[src/rmlu_pkg.sv]
// Constants, types and decoding helpers shared by the register move and load unit.
package rmlu_pkg;

	// ----------------------------------------------------------------
	// Opcode fields, instruction word left aligned in 32 bits.
	// ----------------------------------------------------------------
	localparam logic [7:0] OPC_XA_LOAD   = 8'hed;      // Top byte, extended register load.
	localparam logic [3:0] OPC_XA_TAIL   = 4'hf;       // Low nibble of the third byte.
	localparam logic [7:0] OPC_IMM_BYTE  = 8'he6;      // Top byte, short immediate store.
	localparam logic [7:0] OPC_IMM_WORD  = 8'hfb;      // Top byte, long immediate store.
	localparam logic [6:0] OPC_ACC_TO_TA = 7'h22;      // 0100 010, HI(acc) or CPU reg to Addr_or_temp_reg.
	localparam logic [6:0] OPC_MOVE      = 7'h11;      // 0010 001, general register move.
	localparam logic [6:0] OPC_TA_TO_ACC = 7'h29;      // 0101 001, Addr_or_temp_reg to HI(acc) or CPU reg.

	// Destination selector nibble, Addr_or_temp_reg to CPU register.
	localparam logic [3:0] WR_BLOCK_REPEAT_COUNT_0 = 4'he;
	localparam logic [3:0] WR_BLOCK_REPEAT_COUNT_1 = 4'hd;
	localparam logic [3:0] WR_CDP  = 4'ha;
	localparam logic [3:0] WR_CSR  = 4'hc;
	localparam logic [3:0] WR_SP   = 4'h8;
	localparam logic [3:0] WR_SSP  = 4'h9;
	// Source selector nibble, CPU register to Addr_or_temp_reg.
	localparam logic [3:0] RD_BLOCK_REPEAT_COUNT_0 = 4'hc;
	localparam logic [3:0] RD_BLOCK_REPEAT_COUNT_1 = 4'hd;
	localparam logic [3:0] RD_CDP  = 4'ha;
	localparam logic [3:0] RD_SP   = 4'h8;
	localparam logic [3:0] RD_SSP  = 4'h9;
	localparam logic [3:0] RD_SINGLE_REPEAT_COUNTER = 4'he;

	// ----------------------------------------------------------------
	// Datapath constants.
	// ----------------------------------------------------------------
	localparam logic [39:0] SAT_POS       = 40'h007fffffff;
	localparam logic [39:0] SAT_NEG       = 40'hff80000000;
	localparam logic [1:0]  SETTLE_CYCLES = 2'h3;     // Cycles before a new pointer may be used.

	// ----------------------------------------------------------------
	// APB register map, byte addresses, and field positions.
	// ----------------------------------------------------------------
	localparam logic [7:0] ADDR_CTRL     = 8'h00;
	localparam logic [7:0] ADDR_FLAGS    = 8'h04;
	localparam logic [7:0] ADDR_INT_STAT = 8'h08;
	localparam logic [7:0] ADDR_INT_CLR  = 8'h0c;
	localparam logic [7:0] ADDR_INT_EN   = 8'h10;
	localparam int         INT_OVF       = 0;
	localparam int         INT_REJ       = 1;
	localparam logic [3:0] CTRL_RESET    = 4'h0;

	typedef enum logic [2:0] {
		OP_NONE      = 3'b000,
		OP_XA_LOAD   = 3'b001,
		OP_IMM_BYTE  = 3'b010,
		OP_IMM_WORD  = 3'b011,
		OP_HI_TO_TA  = 3'b100,
		OP_CPU_TO_TA = 3'b101,
		OP_MOVE      = 3'b110,
		OP_TA_TO_HI  = 3'b111
	} rmlu_op_t;

	// Mode bits; all but legacy_compat_mode steer the accumulator datapath.
	typedef struct packed {
		logic legacy_compat_mode;
		logic sign_extend_mode;
		logic dunit_saturate_mode;
		logic guard_bit_overflow_mode;
	} rmlu_mode_t;

	typedef struct packed {
		logic [15:0] block_repeat_count_0;
		logic [15:0] block_repeat_count_1;
		logic [15:0] block_repeat_save_1;
		logic [15:0] coeff_data_pointer;
		logic [15:0] computed_repeat_count;
		logic [15:0] data_stack_pointer;
		logic [15:0] system_stack_pointer;
	} rmlu_cpu_regs_t;

	// Register codes 0..3 name the accumulators, the rest the Addr_or_temp_reg registers.
	function automatic logic rmlu_is_acc(input logic [3:0] code);
		return code[3:2] == 2'b00;
	endfunction

	function automatic logic [39:0] rmlu_ext40(input logic [15:0] v, input logic sx);
		return {{24{sx & v[15]}}, v};
	endfunction

endpackage

[src/rmlu_top.sv]
// Decode and execute logic for register move, extended load and immediate store instructions.
`timescale 1ns/1ps

// Summary of operation
// - Extended register load keeps only the low 23 bits of the long operand.
// - Upper 7 bits from first word low bits, lower 16 from next word.
// - Immediate store writes a signed byte or word constant to memory.
// - The byte constant is always sign-extended to 16 bits before the store.
// - Accumulator bits 31..16 move into a Addr_or_temp_reg register as a 16-bit operation.
// - Moves into an accumulator are 40-bit with overflow checked per guard-bit mode.
// - On overflow set the accumulator overflow flag; saturate when saturation mode is on.
// - A Addr_or_temp_reg source into an accumulator is extended to 40 bits per sign mode.
// - Moves into Addr_or_temp_reg are 16-bit and take the accumulator's low 16 bits.
// - Addr_or_temp_reg into accumulator bits 31..16 uses the same overflow and saturation handling.
// - Addr_or_temp_reg to CPU register destination decoded from the low opcode nibble.
// - Addr_or_temp_reg and CPU register transfers run in the execute phase through the ALU.
// - Pointer, counter or Addr_or_temp_reg updates are flagged unusable for three cycles.
// - Writing block repeat count 1 also writes the block repeat save register.
// - CPU register to Addr_or_temp_reg source decoded from the opcode selector field.
// - Repeated reads of the single repeat counter are rejected.
module rmlu_top
	import rmlu_pkg::*;
(
	input  wire logic        pclk,
	input  wire logic        presetn,
	input  wire logic        psel,
	input  wire logic        penable,
	input  wire logic        pwrite,
	input  wire logic [7:0]  paddr,
	input  wire logic [31:0] pwdata,
	output logic      [31:0] prdata,
	output logic             pready,
	output logic             pslverr,
	input  wire logic        instr_valid,
	input  wire logic [31:0] instr_word,
	input  wire logic        instr_repeat,
	input  wire logic [15:0] mem_word_hi,
	input  wire logic [15:0] mem_word_lo,
	input  wire logic [15:0] single_repeat_counter,
	input  wire logic        rf_wr_en,
	input  wire logic [3:0]  rf_wr_sel,
	input  wire logic [39:0] rf_wr_data,
	input  wire logic [3:0]  rf_rd_sel,
	input  wire logic [2:0]  xar_rd_sel,
	output logic      [39:0] rf_rd_data,
	output logic      [22:0] xar_rd_data,
	output logic             mem_wr_en,
	output logic      [15:0] mem_wr_data,
	output logic             move_done,
	output logic             move_reject,
	output logic      [3:0]  acc_overflow_flag,
	output rmlu_cpu_regs_t   cpu_regs,
	output logic             ptr_settle_pending,
	output logic             irq
);

	// ----------------------------------------------------------------
	// Architectural state.
	// ----------------------------------------------------------------
	logic [39:0] acc [4];
	logic [15:0] addr_or_temp_reg [16];
	logic [22:0] ext_addr_dest_reg [8];
	rmlu_mode_t  mode;
	logic [1:0]  settle_cnt;
	logic [1:0]  int_stat;
	logic [1:0]  int_en;

	// ----------------------------------------------------------------
	// Instruction decode.
	// ----------------------------------------------------------------
	function automatic rmlu_op_t rmlu_classify(input logic [31:0] w);
		rmlu_op_t r;
		r = OP_NONE;
		if (w[31:24] == OPC_XA_LOAD && w[11:8] == OPC_XA_TAIL) begin
			r = OP_XA_LOAD;
		end else if (w[31:24] == OPC_IMM_BYTE) begin
			r = OP_IMM_BYTE;
		end else if (w[31:24] == OPC_IMM_WORD) begin
			r = OP_IMM_WORD;
		end else if (w[31:25] == OPC_ACC_TO_TA) begin
			r = w[23] ? OP_CPU_TO_TA : (w[22] ? OP_NONE : OP_HI_TO_TA);
		end else if (w[31:25] == OPC_MOVE) begin
			r = OP_MOVE;
		end else if (w[31:25] == OPC_TA_TO_ACC && w[19:18] == 2'b00) begin
			r = OP_TA_TO_HI;
		end else if (w[31:25] == OPC_TA_TO_ACC) begin
			// The Addr_or_temp_reg to CPU register form has its own strobe, ta_to_cpu, below.
			r = OP_NONE;
		end
		return r;
	endfunction

	// A Addr_or_temp_reg to CPU register transfer shares the TA_TO_ACC prefix; it is recognised separately.
	wire         ta_to_cpu = instr_valid && instr_word[31:25] == OPC_TA_TO_ACC
		&& instr_word[19:18] != 2'b00;
	wire rmlu_op_t op      = instr_valid ? rmlu_classify(instr_word) : OP_NONE;
	wire [3:0]   src_code  = instr_word[23:20];
	wire [3:0]   dst_code  = instr_word[19:16];
	wire [3:0]   cpu_wsel  = instr_word[19:16];
	wire [15:0]  ta_src    = addr_or_temp_reg[src_code];

	// ----------------------------------------------------------------
	// CPU register read selection and rejection of repeated counter reads.
	// ----------------------------------------------------------------
	wire [15:0] cpu_rd =
		(src_code == RD_BLOCK_REPEAT_COUNT_0) ? cpu_regs.block_repeat_count_0 :
		(src_code == RD_BLOCK_REPEAT_COUNT_1) ? cpu_regs.block_repeat_count_1 :
		(src_code == RD_CDP)  ? cpu_regs.coeff_data_pointer :
		(src_code == RD_SP)   ? cpu_regs.data_stack_pointer :
		(src_code == RD_SSP)  ? cpu_regs.system_stack_pointer :
		single_repeat_counter;
	wire cpu_rd_ok = src_code == RD_BLOCK_REPEAT_COUNT_0 || src_code == RD_BLOCK_REPEAT_COUNT_1 || src_code == RD_CDP
		|| src_code == RD_SP || src_code == RD_SSP || src_code == RD_SINGLE_REPEAT_COUNTER;
	// The counter is live during a single repeat, so reading it then has no defined value.
	wire reject    = op == OP_CPU_TO_TA && src_code == RD_SINGLE_REPEAT_COUNTER && instr_repeat;
	wire cpu_wr_ok = cpu_wsel == WR_BLOCK_REPEAT_COUNT_0 || cpu_wsel == WR_BLOCK_REPEAT_COUNT_1 || cpu_wsel == WR_CDP
		|| cpu_wsel == WR_CSR || cpu_wsel == WR_SP || cpu_wsel == WR_SSP;
	wire cpu_we    = ta_to_cpu && cpu_wr_ok;

	// ----------------------------------------------------------------
	// Accumulator datapath: extension, overflow and saturation.
	// ----------------------------------------------------------------
	wire [1:0]  hi_acc   = instr_word[17:16];
	wire [39:0] hi_raw   = {{8{mode.sign_extend_mode & ta_src[15]}}, ta_src,
		acc[hi_acc][15:0]};
	wire [39:0] mv_raw   = rmlu_is_acc(src_code) ? acc[src_code[1:0]]
		: rmlu_ext40(ta_src, mode.sign_extend_mode);
	wire [39:0] acc_raw  = (op == OP_TA_TO_HI) ? hi_raw : mv_raw;
	wire [1:0]  acc_dst  = (op == OP_TA_TO_HI) ? hi_acc : dst_code[1:0];
	wire        acc_we   = (op == OP_MOVE && rmlu_is_acc(dst_code)) || op == OP_TA_TO_HI;
	// Without guard bits the result must fit 32 bits: bits 39..31 all equal.
	wire        acc_ovf  = acc_we && !mode.guard_bit_overflow_mode
		&& (|acc_raw[39:31]) && !(&acc_raw[39:31]);
	wire [39:0] acc_res  = (acc_ovf && mode.dunit_saturate_mode)
		? (acc_raw[39] ? SAT_NEG : SAT_POS) : acc_raw;

	// ----------------------------------------------------------------
	// Addr_or_temp_reg datapath, extended load and immediate store values.
	// ----------------------------------------------------------------
	wire        ta_we  = (op == OP_MOVE && !rmlu_is_acc(dst_code)) || op == OP_HI_TO_TA
		|| (op == OP_CPU_TO_TA && cpu_rd_ok && !reject);
	wire [15:0] ta_res =
		(op == OP_HI_TO_TA)  ? acc[instr_word[21:20]][31:16] :
		(op == OP_CPU_TO_TA) ? cpu_rd :
		rmlu_is_acc(src_code) ? acc[src_code[1:0]][15:0] : ta_src;
	wire [22:0] xa_res  = {mem_word_hi[6:0], mem_word_lo};
	wire [2:0]  xa_dst  = instr_word[14:12];
	wire [15:0] imm_res = (op == OP_IMM_BYTE)
		? {{8{instr_word[15]}}, instr_word[15:8]} : instr_word[15:0];
	wire        imm_we  = op == OP_IMM_BYTE || op == OP_IMM_WORD;
	wire        ptr_upd = ta_we || cpu_we;
	// A refused counter read pulses move_reject instead, so the pipeline can tell them apart.
	wire        done    = (op != OP_NONE && !reject) || ta_to_cpu;

	// Register file; a move in the same cycle as a pipeline load takes precedence.
	always_ff @(posedge pclk or negedge presetn) begin
		if (!presetn) begin
			for (int i = 0; i < 4; i++) acc[i] <= '0;
			for (int i = 0; i < 16; i++) addr_or_temp_reg[i] <= '0;
			for (int i = 0; i < 8; i++) ext_addr_dest_reg[i] <= '0;
		end else begin
			if (rf_wr_en && rmlu_is_acc(rf_wr_sel)) acc[rf_wr_sel[1:0]] <= rf_wr_data;
			if (rf_wr_en && !rmlu_is_acc(rf_wr_sel)) addr_or_temp_reg[rf_wr_sel] <= rf_wr_data[15:0];
			if (acc_we) acc[acc_dst] <= acc_res;
			if (ta_we) addr_or_temp_reg[dst_code] <= ta_res;
			if (op == OP_XA_LOAD) ext_addr_dest_reg[xa_dst] <= xa_res;
		end
	end

	// CPU registers written from Addr_or_temp_reg in the execute phase.
	always_ff @(posedge pclk or negedge presetn) begin
		if (!presetn) begin
			cpu_regs <= '0;
		end else if (cpu_we) begin
			unique case (cpu_wsel)
				WR_BLOCK_REPEAT_COUNT_0: cpu_regs.block_repeat_count_0 <= ta_src;
				WR_BLOCK_REPEAT_COUNT_1: begin
					cpu_regs.block_repeat_count_1 <= ta_src;
					cpu_regs.block_repeat_save_1 <= ta_src;
				end
				WR_CDP:  cpu_regs.coeff_data_pointer <= ta_src;
				WR_CSR:  cpu_regs.computed_repeat_count <= ta_src;
				WR_SP:   cpu_regs.data_stack_pointer <= ta_src;
				default: cpu_regs.system_stack_pointer <= ta_src;
			endcase
		end
	end

	// Settle window after a pointer update; the address stage waits on this flag.
	wire [1:0] next_settle_cnt = ptr_upd ? SETTLE_CYCLES
		: (settle_cnt != 2'h0 ? settle_cnt - 2'h1 : 2'h0);

	always_ff @(posedge pclk or negedge presetn) begin
		if (!presetn) begin
			settle_cnt <= 2'h0;
			ptr_settle_pending <= 1'b0;
		end else begin
			settle_cnt <= next_settle_cnt;
			ptr_settle_pending <= next_settle_cnt != 2'h0;
		end
	end

	// Result strobes and observation ports.
	always_ff @(posedge pclk or negedge presetn) begin
		if (!presetn) begin
			mem_wr_en <= 1'b0;
			mem_wr_data <= '0;
			move_done <= 1'b0;
			move_reject <= 1'b0;
			rf_rd_data <= '0;
			xar_rd_data <= '0;
		end else begin
			mem_wr_en <= imm_we;
			mem_wr_data <= imm_we ? imm_res : mem_wr_data;
			move_done <= done;
			move_reject <= reject;
			rf_rd_data <= rmlu_is_acc(rf_rd_sel) ? acc[rf_rd_sel[1:0]]
				: {24'h0, addr_or_temp_reg[rf_rd_sel]};
			xar_rd_data <= ext_addr_dest_reg[xar_rd_sel];
		end
	end

	// ----------------------------------------------------------------
	// APB slave: control, flags and interrupt registers.
	// ----------------------------------------------------------------
	wire       apb_setup = psel && !penable;
	wire       apb_wr    = psel && penable && pready && pwrite;
	wire       addr_hit  = paddr == ADDR_CTRL || paddr == ADDR_FLAGS || paddr == ADDR_INT_STAT
		|| paddr == ADDR_INT_CLR || paddr == ADDR_INT_EN;
	wire [3:0] flag_clr  = (apb_wr && paddr == ADDR_FLAGS) ? pwdata[3:0] : 4'h0;
	wire [1:0] int_clr   = (apb_wr && paddr == ADDR_INT_CLR) ? pwdata[1:0] : 2'h0;
	wire [3:0] ovf_set   = acc_ovf ? (4'h1 << acc_dst) : 4'h0;
	wire [1:0] int_set   = {reject, acc_ovf};
	wire [31:0] rd_mux   =
		(paddr == ADDR_CTRL)     ? {28'h0, mode} :
		(paddr == ADDR_FLAGS)    ? {28'h0, acc_overflow_flag} :
		(paddr == ADDR_INT_STAT) ? {30'h0, int_stat} :
		(paddr == ADDR_INT_EN)   ? {30'h0, int_en} : 32'h0;
	// Set wins over clear, so an event in the clearing cycle is never lost.
	wire [1:0] next_int_stat = (int_stat & ~int_clr) | int_set;

	// Bus handshake: one wait-free access phase; hardware sets beat software clears.
	always_ff @(posedge pclk or negedge presetn) begin
		if (!presetn) begin
			pready <= 1'b0;
			pslverr <= 1'b0;
			prdata <= '0;
			mode <= CTRL_RESET;
			int_en <= 2'h0;
			int_stat <= 2'h0;
			acc_overflow_flag <= 4'h0;
			irq <= 1'b0;
		end else begin
			pready <= apb_setup;
			pslverr <= apb_setup && !addr_hit;
			prdata <= apb_setup && !pwrite ? rd_mux : 32'h0;
			if (apb_wr && paddr == ADDR_CTRL) mode <= pwdata[3:0];
			if (apb_wr && paddr == ADDR_INT_EN) int_en <= pwdata[1:0];
			int_stat <= next_int_stat;
			acc_overflow_flag <= (acc_overflow_flag & ~flag_clr) | ovf_set;
			irq <= |(next_int_stat & int_en);
		end
	end
endmodule // rmlu_top

[config.mk]
export PLATFORM = sky130hd
export DESIGN_NAME = rmlu_top
export DESIGN_NICKNAME = d
export VERILOG_FILES = /design/src/rmlu_pkg.sv /design/src/rmlu_top.sv
export SDC_FILE = /design/constraint.sdc
export NUM_CORES = 2
export LEC_CHECK = 0
export ABC_CLOCK_PERIOD_IN_PS = 2500
export BUFFER_PORTS_ARGS = -buffer_cell sky130_fd_sc_hd__clkbuf_2
export CAP_MARGIN = 0
export CELL_PAD_IN_SITES_DETAIL_PLACEMENT = 0
export CELL_PAD_IN_SITES_GLOBAL_PLACEMENT = 1
export CORE_AREA = 2 2 315 317
export CTS_CLUSTER_DIAMETER = 120
export CTS_CLUSTER_SIZE = 12
export DETAILED_ROUTE_END_ITERATION = 8
export DIE_AREA = 0 0 317 319
export PLACE_DENSITY = 0.84
export SYNTH_ARGS = -nofsm -noshare
export SYNTH_HDL_FRONTEND = slang
export SYNTH_SLANG_ARGS = --single-unit
[constraint.sdc]
create_clock -name pclk -period 2.5 [get_ports pclk]
set_clock_uncertainty 0.1 [all_clocks]
set_input_delay 0 -clock pclk [delete_from_list [all_inputs] [get_ports pclk]]
set_output_delay 0 -clock pclk [all_outputs]
set_load 0.1 [all_outputs]
# Word level (Yosys, flattened, before mapping)
# Index checks and enable logic that the tools add are counted.
[op_classes]
addsub = 1
multipliers = 0
div = 0
magnitude_cmp = 15
eq_ne = 30
n_shift = 1
muxes = 70
bitwise = 19
n_reduce_logical = 80
[op_table]
columns = ["operator", "count"]
rows = [
  ["bitwise mux 256 bit", 2],
  ["2-to-1 mux 256 bit", 2],
  ["2-to-1 mux 40 bit", 11],
  ["bitwise mux 160 bit", 2],
  ["2-to-1 mux 160 bit", 2],
  ["2-to-1 mux 16 bit", 16],
  ["binary-select mux 40 bit (select 2 bit)", 3],
  ["bitwise mux 184 bit", 1],
  ["demux 40 bit (select 2 bit)", 2],
  ["binary-select mux 16 bit (select 4 bit)", 2],
  ["demux 16 bit (select 4 bit)", 2],
  ["binary-select mux 23 bit (select 3 bit)", 1],
  ["demux 23 bit (select 3 bit)", 1],
  ["2-to-1 mux 23 bit", 3],
  ["== test 4 bit (second input constant)", 13],
  ["logical AND 1 bit", 33],
  ["2-to-1 mux 3 bit", 9],
  ["== test 8 bit (second input constant)", 3],
  ["greater-or-equal comparator 5 bit (second input constant)", 4],
  ["logical OR 1 bit", 20],
  ["2-to-1 mux 4 bit", 5],
  ["NOT 4 -> 5 bit", 4],
  ["== test 8 x 4 -> 1 bit (second input constant)", 2],
  ["2-to-1 mux 15 bit", 1],
  ["other kinds (35)", 72],
]
[totals]
regBits = 800
latch_bits = 0
ramBits = 0
rom_bits = 0
input_bits = 179
out_inout_bits = 234
elab_cells = 269
n_memories = 0

# Depth between registers and ports, before layout
[logic_depth]
ltp_word = 19
ltp_mapped = 13
mapped_depth_nobuf = 7

# Worst setup path after synthesis
# OpenSTA, ideal clock, no wires.
[synth_timing]
path_type = "flip-flop to flip-flop"
startpoint = "register acc[34] (netlist bit)"
endpoint = "register acc[73] (netlist bit)"
setup_time_ns = 0.126
arrival_time_ns = 2.419
required_time_ns = 2.274
path_slack_ns = -0.145
stages_incl_launch_ff = 9
path_buffers = 1
period_less_slack_ns = 2.645
path_cell_list = "dfrtp_1 -> mux4_2 -> or4_1 -> nor4_1 -> inv_1 -> o2bb2ai_1 -> and3b_1 -> buf_6 -> o311a_1"
[synth_between]
elab_chain_len = 12
elab_cells_between_ends = 14
classes_between = "mux (8); reduce/logical (6)"
[synth_rtl]
columns = ["element", "line_no", "rtl"]
rows = [
  ["start, declared", "rmlu_top.sv:60", "logic [39:0] acc [4];"],
  ["start signal, assigned by index", "rmlu_top.sv:162", "if (rf_wr_en && rmlu_is_acc(rf_wr_sel)) acc[rf_wr_sel[1:0]] <= rf_wr_data;"],
  ["start signal, assigned by index", "rmlu_top.sv:164", "if (acc_we) acc[acc_dst] <= acc_res;"],
  ["binary-select mux 40 bit (select 2 bit) *", "rmlu_top.sv:126", "wire [39:0] mv_raw = rmlu_is_acc(src_code) ? acc[src_code[1:0]]"],
  ["2-to-1 mux 40 bit * (2 in series)", "-", ""],
  ["2-to-1 mux 40 bit *", "rmlu_top.sv:126", ""],
  ["2-to-1 mux 40 bit *", "rmlu_top.sv:128", "wire [39:0] acc_raw = (op == OP_TA_TO_HI) ? hi_raw : mv_raw;"],
  ["OR reduction 9 bit / AND reduction 9 bit (equally long branches)", "rmlu_top.sv:133", "&& (|acc_raw[39:31]) && !(&acc_raw[39:31]);"],
  ["logical AND 1 bit / logical NOT 1 bit (equally long branches)", "rmlu_top.sv:133", ""],
  ["logical AND 1 bit *", "rmlu_top.sv:133", ""],
  ["logical AND 1 bit *", "rmlu_top.sv:134", "wire [39:0] acc_res = (acc_ovf && mode.dunit_saturate_mode)"],
  ["2-to-1 mux 40 bit *", "rmlu_top.sv:135", "? (acc_raw[39] ? SAT_NEG : SAT_POS) : acc_raw;"],
  ["bitwise mux 160 bit *", "rmlu_top.sv:164", ""],
  ["2-to-1 mux 160 bit *", "rmlu_top.sv:164", ""],
]
# Mark *: on every way between the ends. The rest lies on a longest branch, timed or not. The select of a mux whose other input is x is not followed.
# A chain may end at the register's enable or synchronous reset.

# Worst setup path in the final report
[layout_timing]
startpoint = "register acc[76] (netlist bit)"
endpoint = "register acc[148] (netlist bit)"
# Same word-level chain as after synthesis.

==> results.cfg <==
[detailed_routing]
remaining_drc_errors = 0
vias = 33080
drtIter0Drc = 2758
drtAntennaViolNets = 0
dr.pass1.iters = 8
wirelength_um = 149000
wl_per_cell_um = 28.2
post_drt_via_cell_ratio = 6.25

[logic_synthesis]
synth_top_area_share_pct = 45.9
async_reset_ff_share_pct = 100
ys.warnings.count = 0
synth-edff-count = 0
yosysUniqueCellTypes = 78
synthAdderAreaFrac_pct = 0
syn_inst = 3309
synthTopCellsByArea = dfrtp_1 46%, mux4_2 14%, mux2i_1 12%, mux2_2 9.1%, a211oi_1 1.8%
yosysSeqAreaShare_pct = 45.9
avgSynthCellArea_sq_um = 13.2
yosys-mux-area-fraction_pct = 35.9
synthFlopType = dfrtp_1
synth_top_family_by_area = multiplexers
syn_area_sq_um = 43600
synth_compound_area_share_pct = 8.20
synthSimpleGateAreaFrac_pct = 5.60
yosys.cell_count.top_type = dfrtp_1
synth_common_cells = 800 x dfrtp_1, 537 x mux2i_1, 354 x mux2_2
synth_top_area_cell = dfrtp_1
ys_seq_elements = 800
synth_xor_area_share_pct = 0

[floorplanning]
die-area_sq_um = 101000
start_util_pct = 44.6
die_h_um = 319
rows = 115
fp.dieW_um = 317
core_sq_um = 97700
io_pins = 413

[critical_path]
crit_path_end_kind = register
crit_type = register to register
cp_data_arrival_time_ns = 3.30
critPathRequiredTime_ns = 2.97
crit_fanout = 7
rr_worst_depth = 9
worstSetupStartpointType = register

[timing]
setup_viol = 162
timing.final.ws_setup_ns = -0.331
maxSlewHeadroom_pct = 27.1
holdWs_ns = -0.107
period_minus_slack_ns = 2.83
finalHoldViolCount = 11
worstMarginPinSlew_ns = 1.09
rsz0062_at_grt = true
slew_violations = 0
fin_crit_sh_pct = 113
clock.fmax_mhz = 353

[clock_tree]
clockRootBuffer = clkbuf_16
clkSinkCount = 800
cts_tree = done
clk_pin_slew_worst_paths_ns = 0.07
clk_path_buf_depth = 3
clock_latency_ns = 0.67
cts_buffers = 77
h-tree-depth = 3

[pwr]
peakVddDrop_mv = 0.523
p_leak_nw = 24.3
power_density_nw_per_um2 = 673

[placed_design]
gp_congestion = 0.934
portBuffers = 347
hpwl_um = 100000
dp_cells = 5040

[hold_path]
hp-class = input port to async pin

[layout]
final_cells = 5289
largest_register_ffs = 256
nets = 4165
drive_above_1_share_pct = 41.8
area_delta_synth_final_pct = 23.9
final_util_pct = 55.3

[outcome]
violations = negative hold slack, negative setup slack
status = complete, but fails checks

[global_route]
grt_use_total_pct = 29.3
grt_pass1_vias = 34531
grt_pass1_wl_um = 222000
antenna_found_initial = 11
gr-total-overflow = 0
grt_max_degree = 171

[flow_run]
max-cap-violations = 0
## stage by stage
stage	total power [mW]	TNS (ns)	setup slack (ns)	hold WS (ns)	cell area, sq um
3_3_place_gp	25.0	-83.49	-0.330	-0.240	49700
3_5_place_dp	25.3	-101.08	-0.369	-0.245	49700
5_1_grt	37.8	-49.84	-0.382	0.0189	54000
2_1_floorplan	21.7	-1.60	-0.0666	-0.396	43700
4_1_cts	36.3	-39.62	-0.305	0.00400	53400
6_report	36.4	-42.32	-0.331	-0.107	54000
## layout by cell type (no fill, tap or decap), types with 29 or more instances in the layout
| master | netlist | final |
|---|---|---|
| a211oi_1 | 106 | 89 |
| a21oi_1 | 52 | 48 |
| a22oi_1 | 65 | 34 |
| a22oi_2 | 0 | 31 |
| a311oi_1 | 64 | 64 |
| and3_1 | 30 | 29 |
| buf_12 | 0 | 90 |
| buf_4 | 81 | 312 |
| clkbuf_16 | 0 | 87 |
| clkbuf_2 | 0 | 341 |
| dfrtp_1 | 800 | 800 |
| dlygate4sd3_1 | 0 | 130 |
| inv_1 | 67 | 66 |
| mux2_2 | 354 | 354 |
| mux2i_1 | 537 | 537 |
| mux4_2 | 277 | 277 |
| nand2_1 | 127 | 123 |
| nand3_1 | 34 | 33 |
| nor2_1 | 113 | 93 |
| nor2b_1 | 67 | 67 |
| o21ai_0 | 64 | 59 |
## critical path, cell delays in order, from the launching register on
cell	delay, ns
dfrtp_1	0.39
mux4_2	0.53
or4_4	0.52
nor4_4	0.18
inv_2	0.12
a21oi_4	0.20
buf_12	0.15
buf_12	0.15
o221ai_4	0.15
a22oi_1	0.22
## what timing repair did
action | in CTS | in global routing
gates cloned | 2 | 10
endpoints found under the setup margin | 168 | 312
pin swaps | 30 | 36
endpoints found under the hold margin | 1367 | 0
buffers inserted | 6 | 11
hold buffers | 131 | 0
gates resized for setup | 42 | 88
## metal layers
metal / share of wire [%] / vias to the layer above / global-route usage (%)
li1: - / 13821 / -
met1: 39 / 17042 / 38.2
met2: 47 / 1778 / 46.1
met3: 9.4 / 431 / 6.87
met4: 5.3 / 8 / 13.6
met5: 0.034 / - / 0
## path summary, 6_finish.rpt
path	from	to	slack, ns
worst max-delay path	acc[76]	acc[148]	-0.33
worst min-delay path	presetn	acc[123]	-0.11
worst max register to register	acc[76]	acc[148]	-0.33
worst min register to register	settle_cnt[0]	settle_cnt[1]	0.38
max in group asynchronous	presetn	ext_addr_dest_reg[42]	0.43
min in group pclk	instr_word[27]	settle_cnt[0]	-0.03
## cells by family (layout without fill, tap and decap cells)
group,count (synthesis),in the layout
multiplexers,1174,1174
AND/OR/NAND/NOR,478,478
flip-flops,800,800
other,1,37
AO/OA/AOI/OAI,462,462
buffers and inverters,394,1051
## power breakdown
group | internal, mW | switching [mW]
clock | 5.67 | 5.09
sequential | 14.5 | 1.15
combinational | 4.37 | 5.56
## layout make-up
type | count | area, sq um
Clock inverter | 5 | 65.1
Clock buffer | 81 | 2010
Tap cell | 1287 | 1610
Timing Repair Buffer | 898 | 7560
Multi-Input combinational cell | 2142 | 22500
Antenna cell | 9 | 22.5
Inverter | 67 | 251
Fill cell | 7925 | 43700
Sequential cell | 800 | 20000
(Power assumes the default switching activity.)
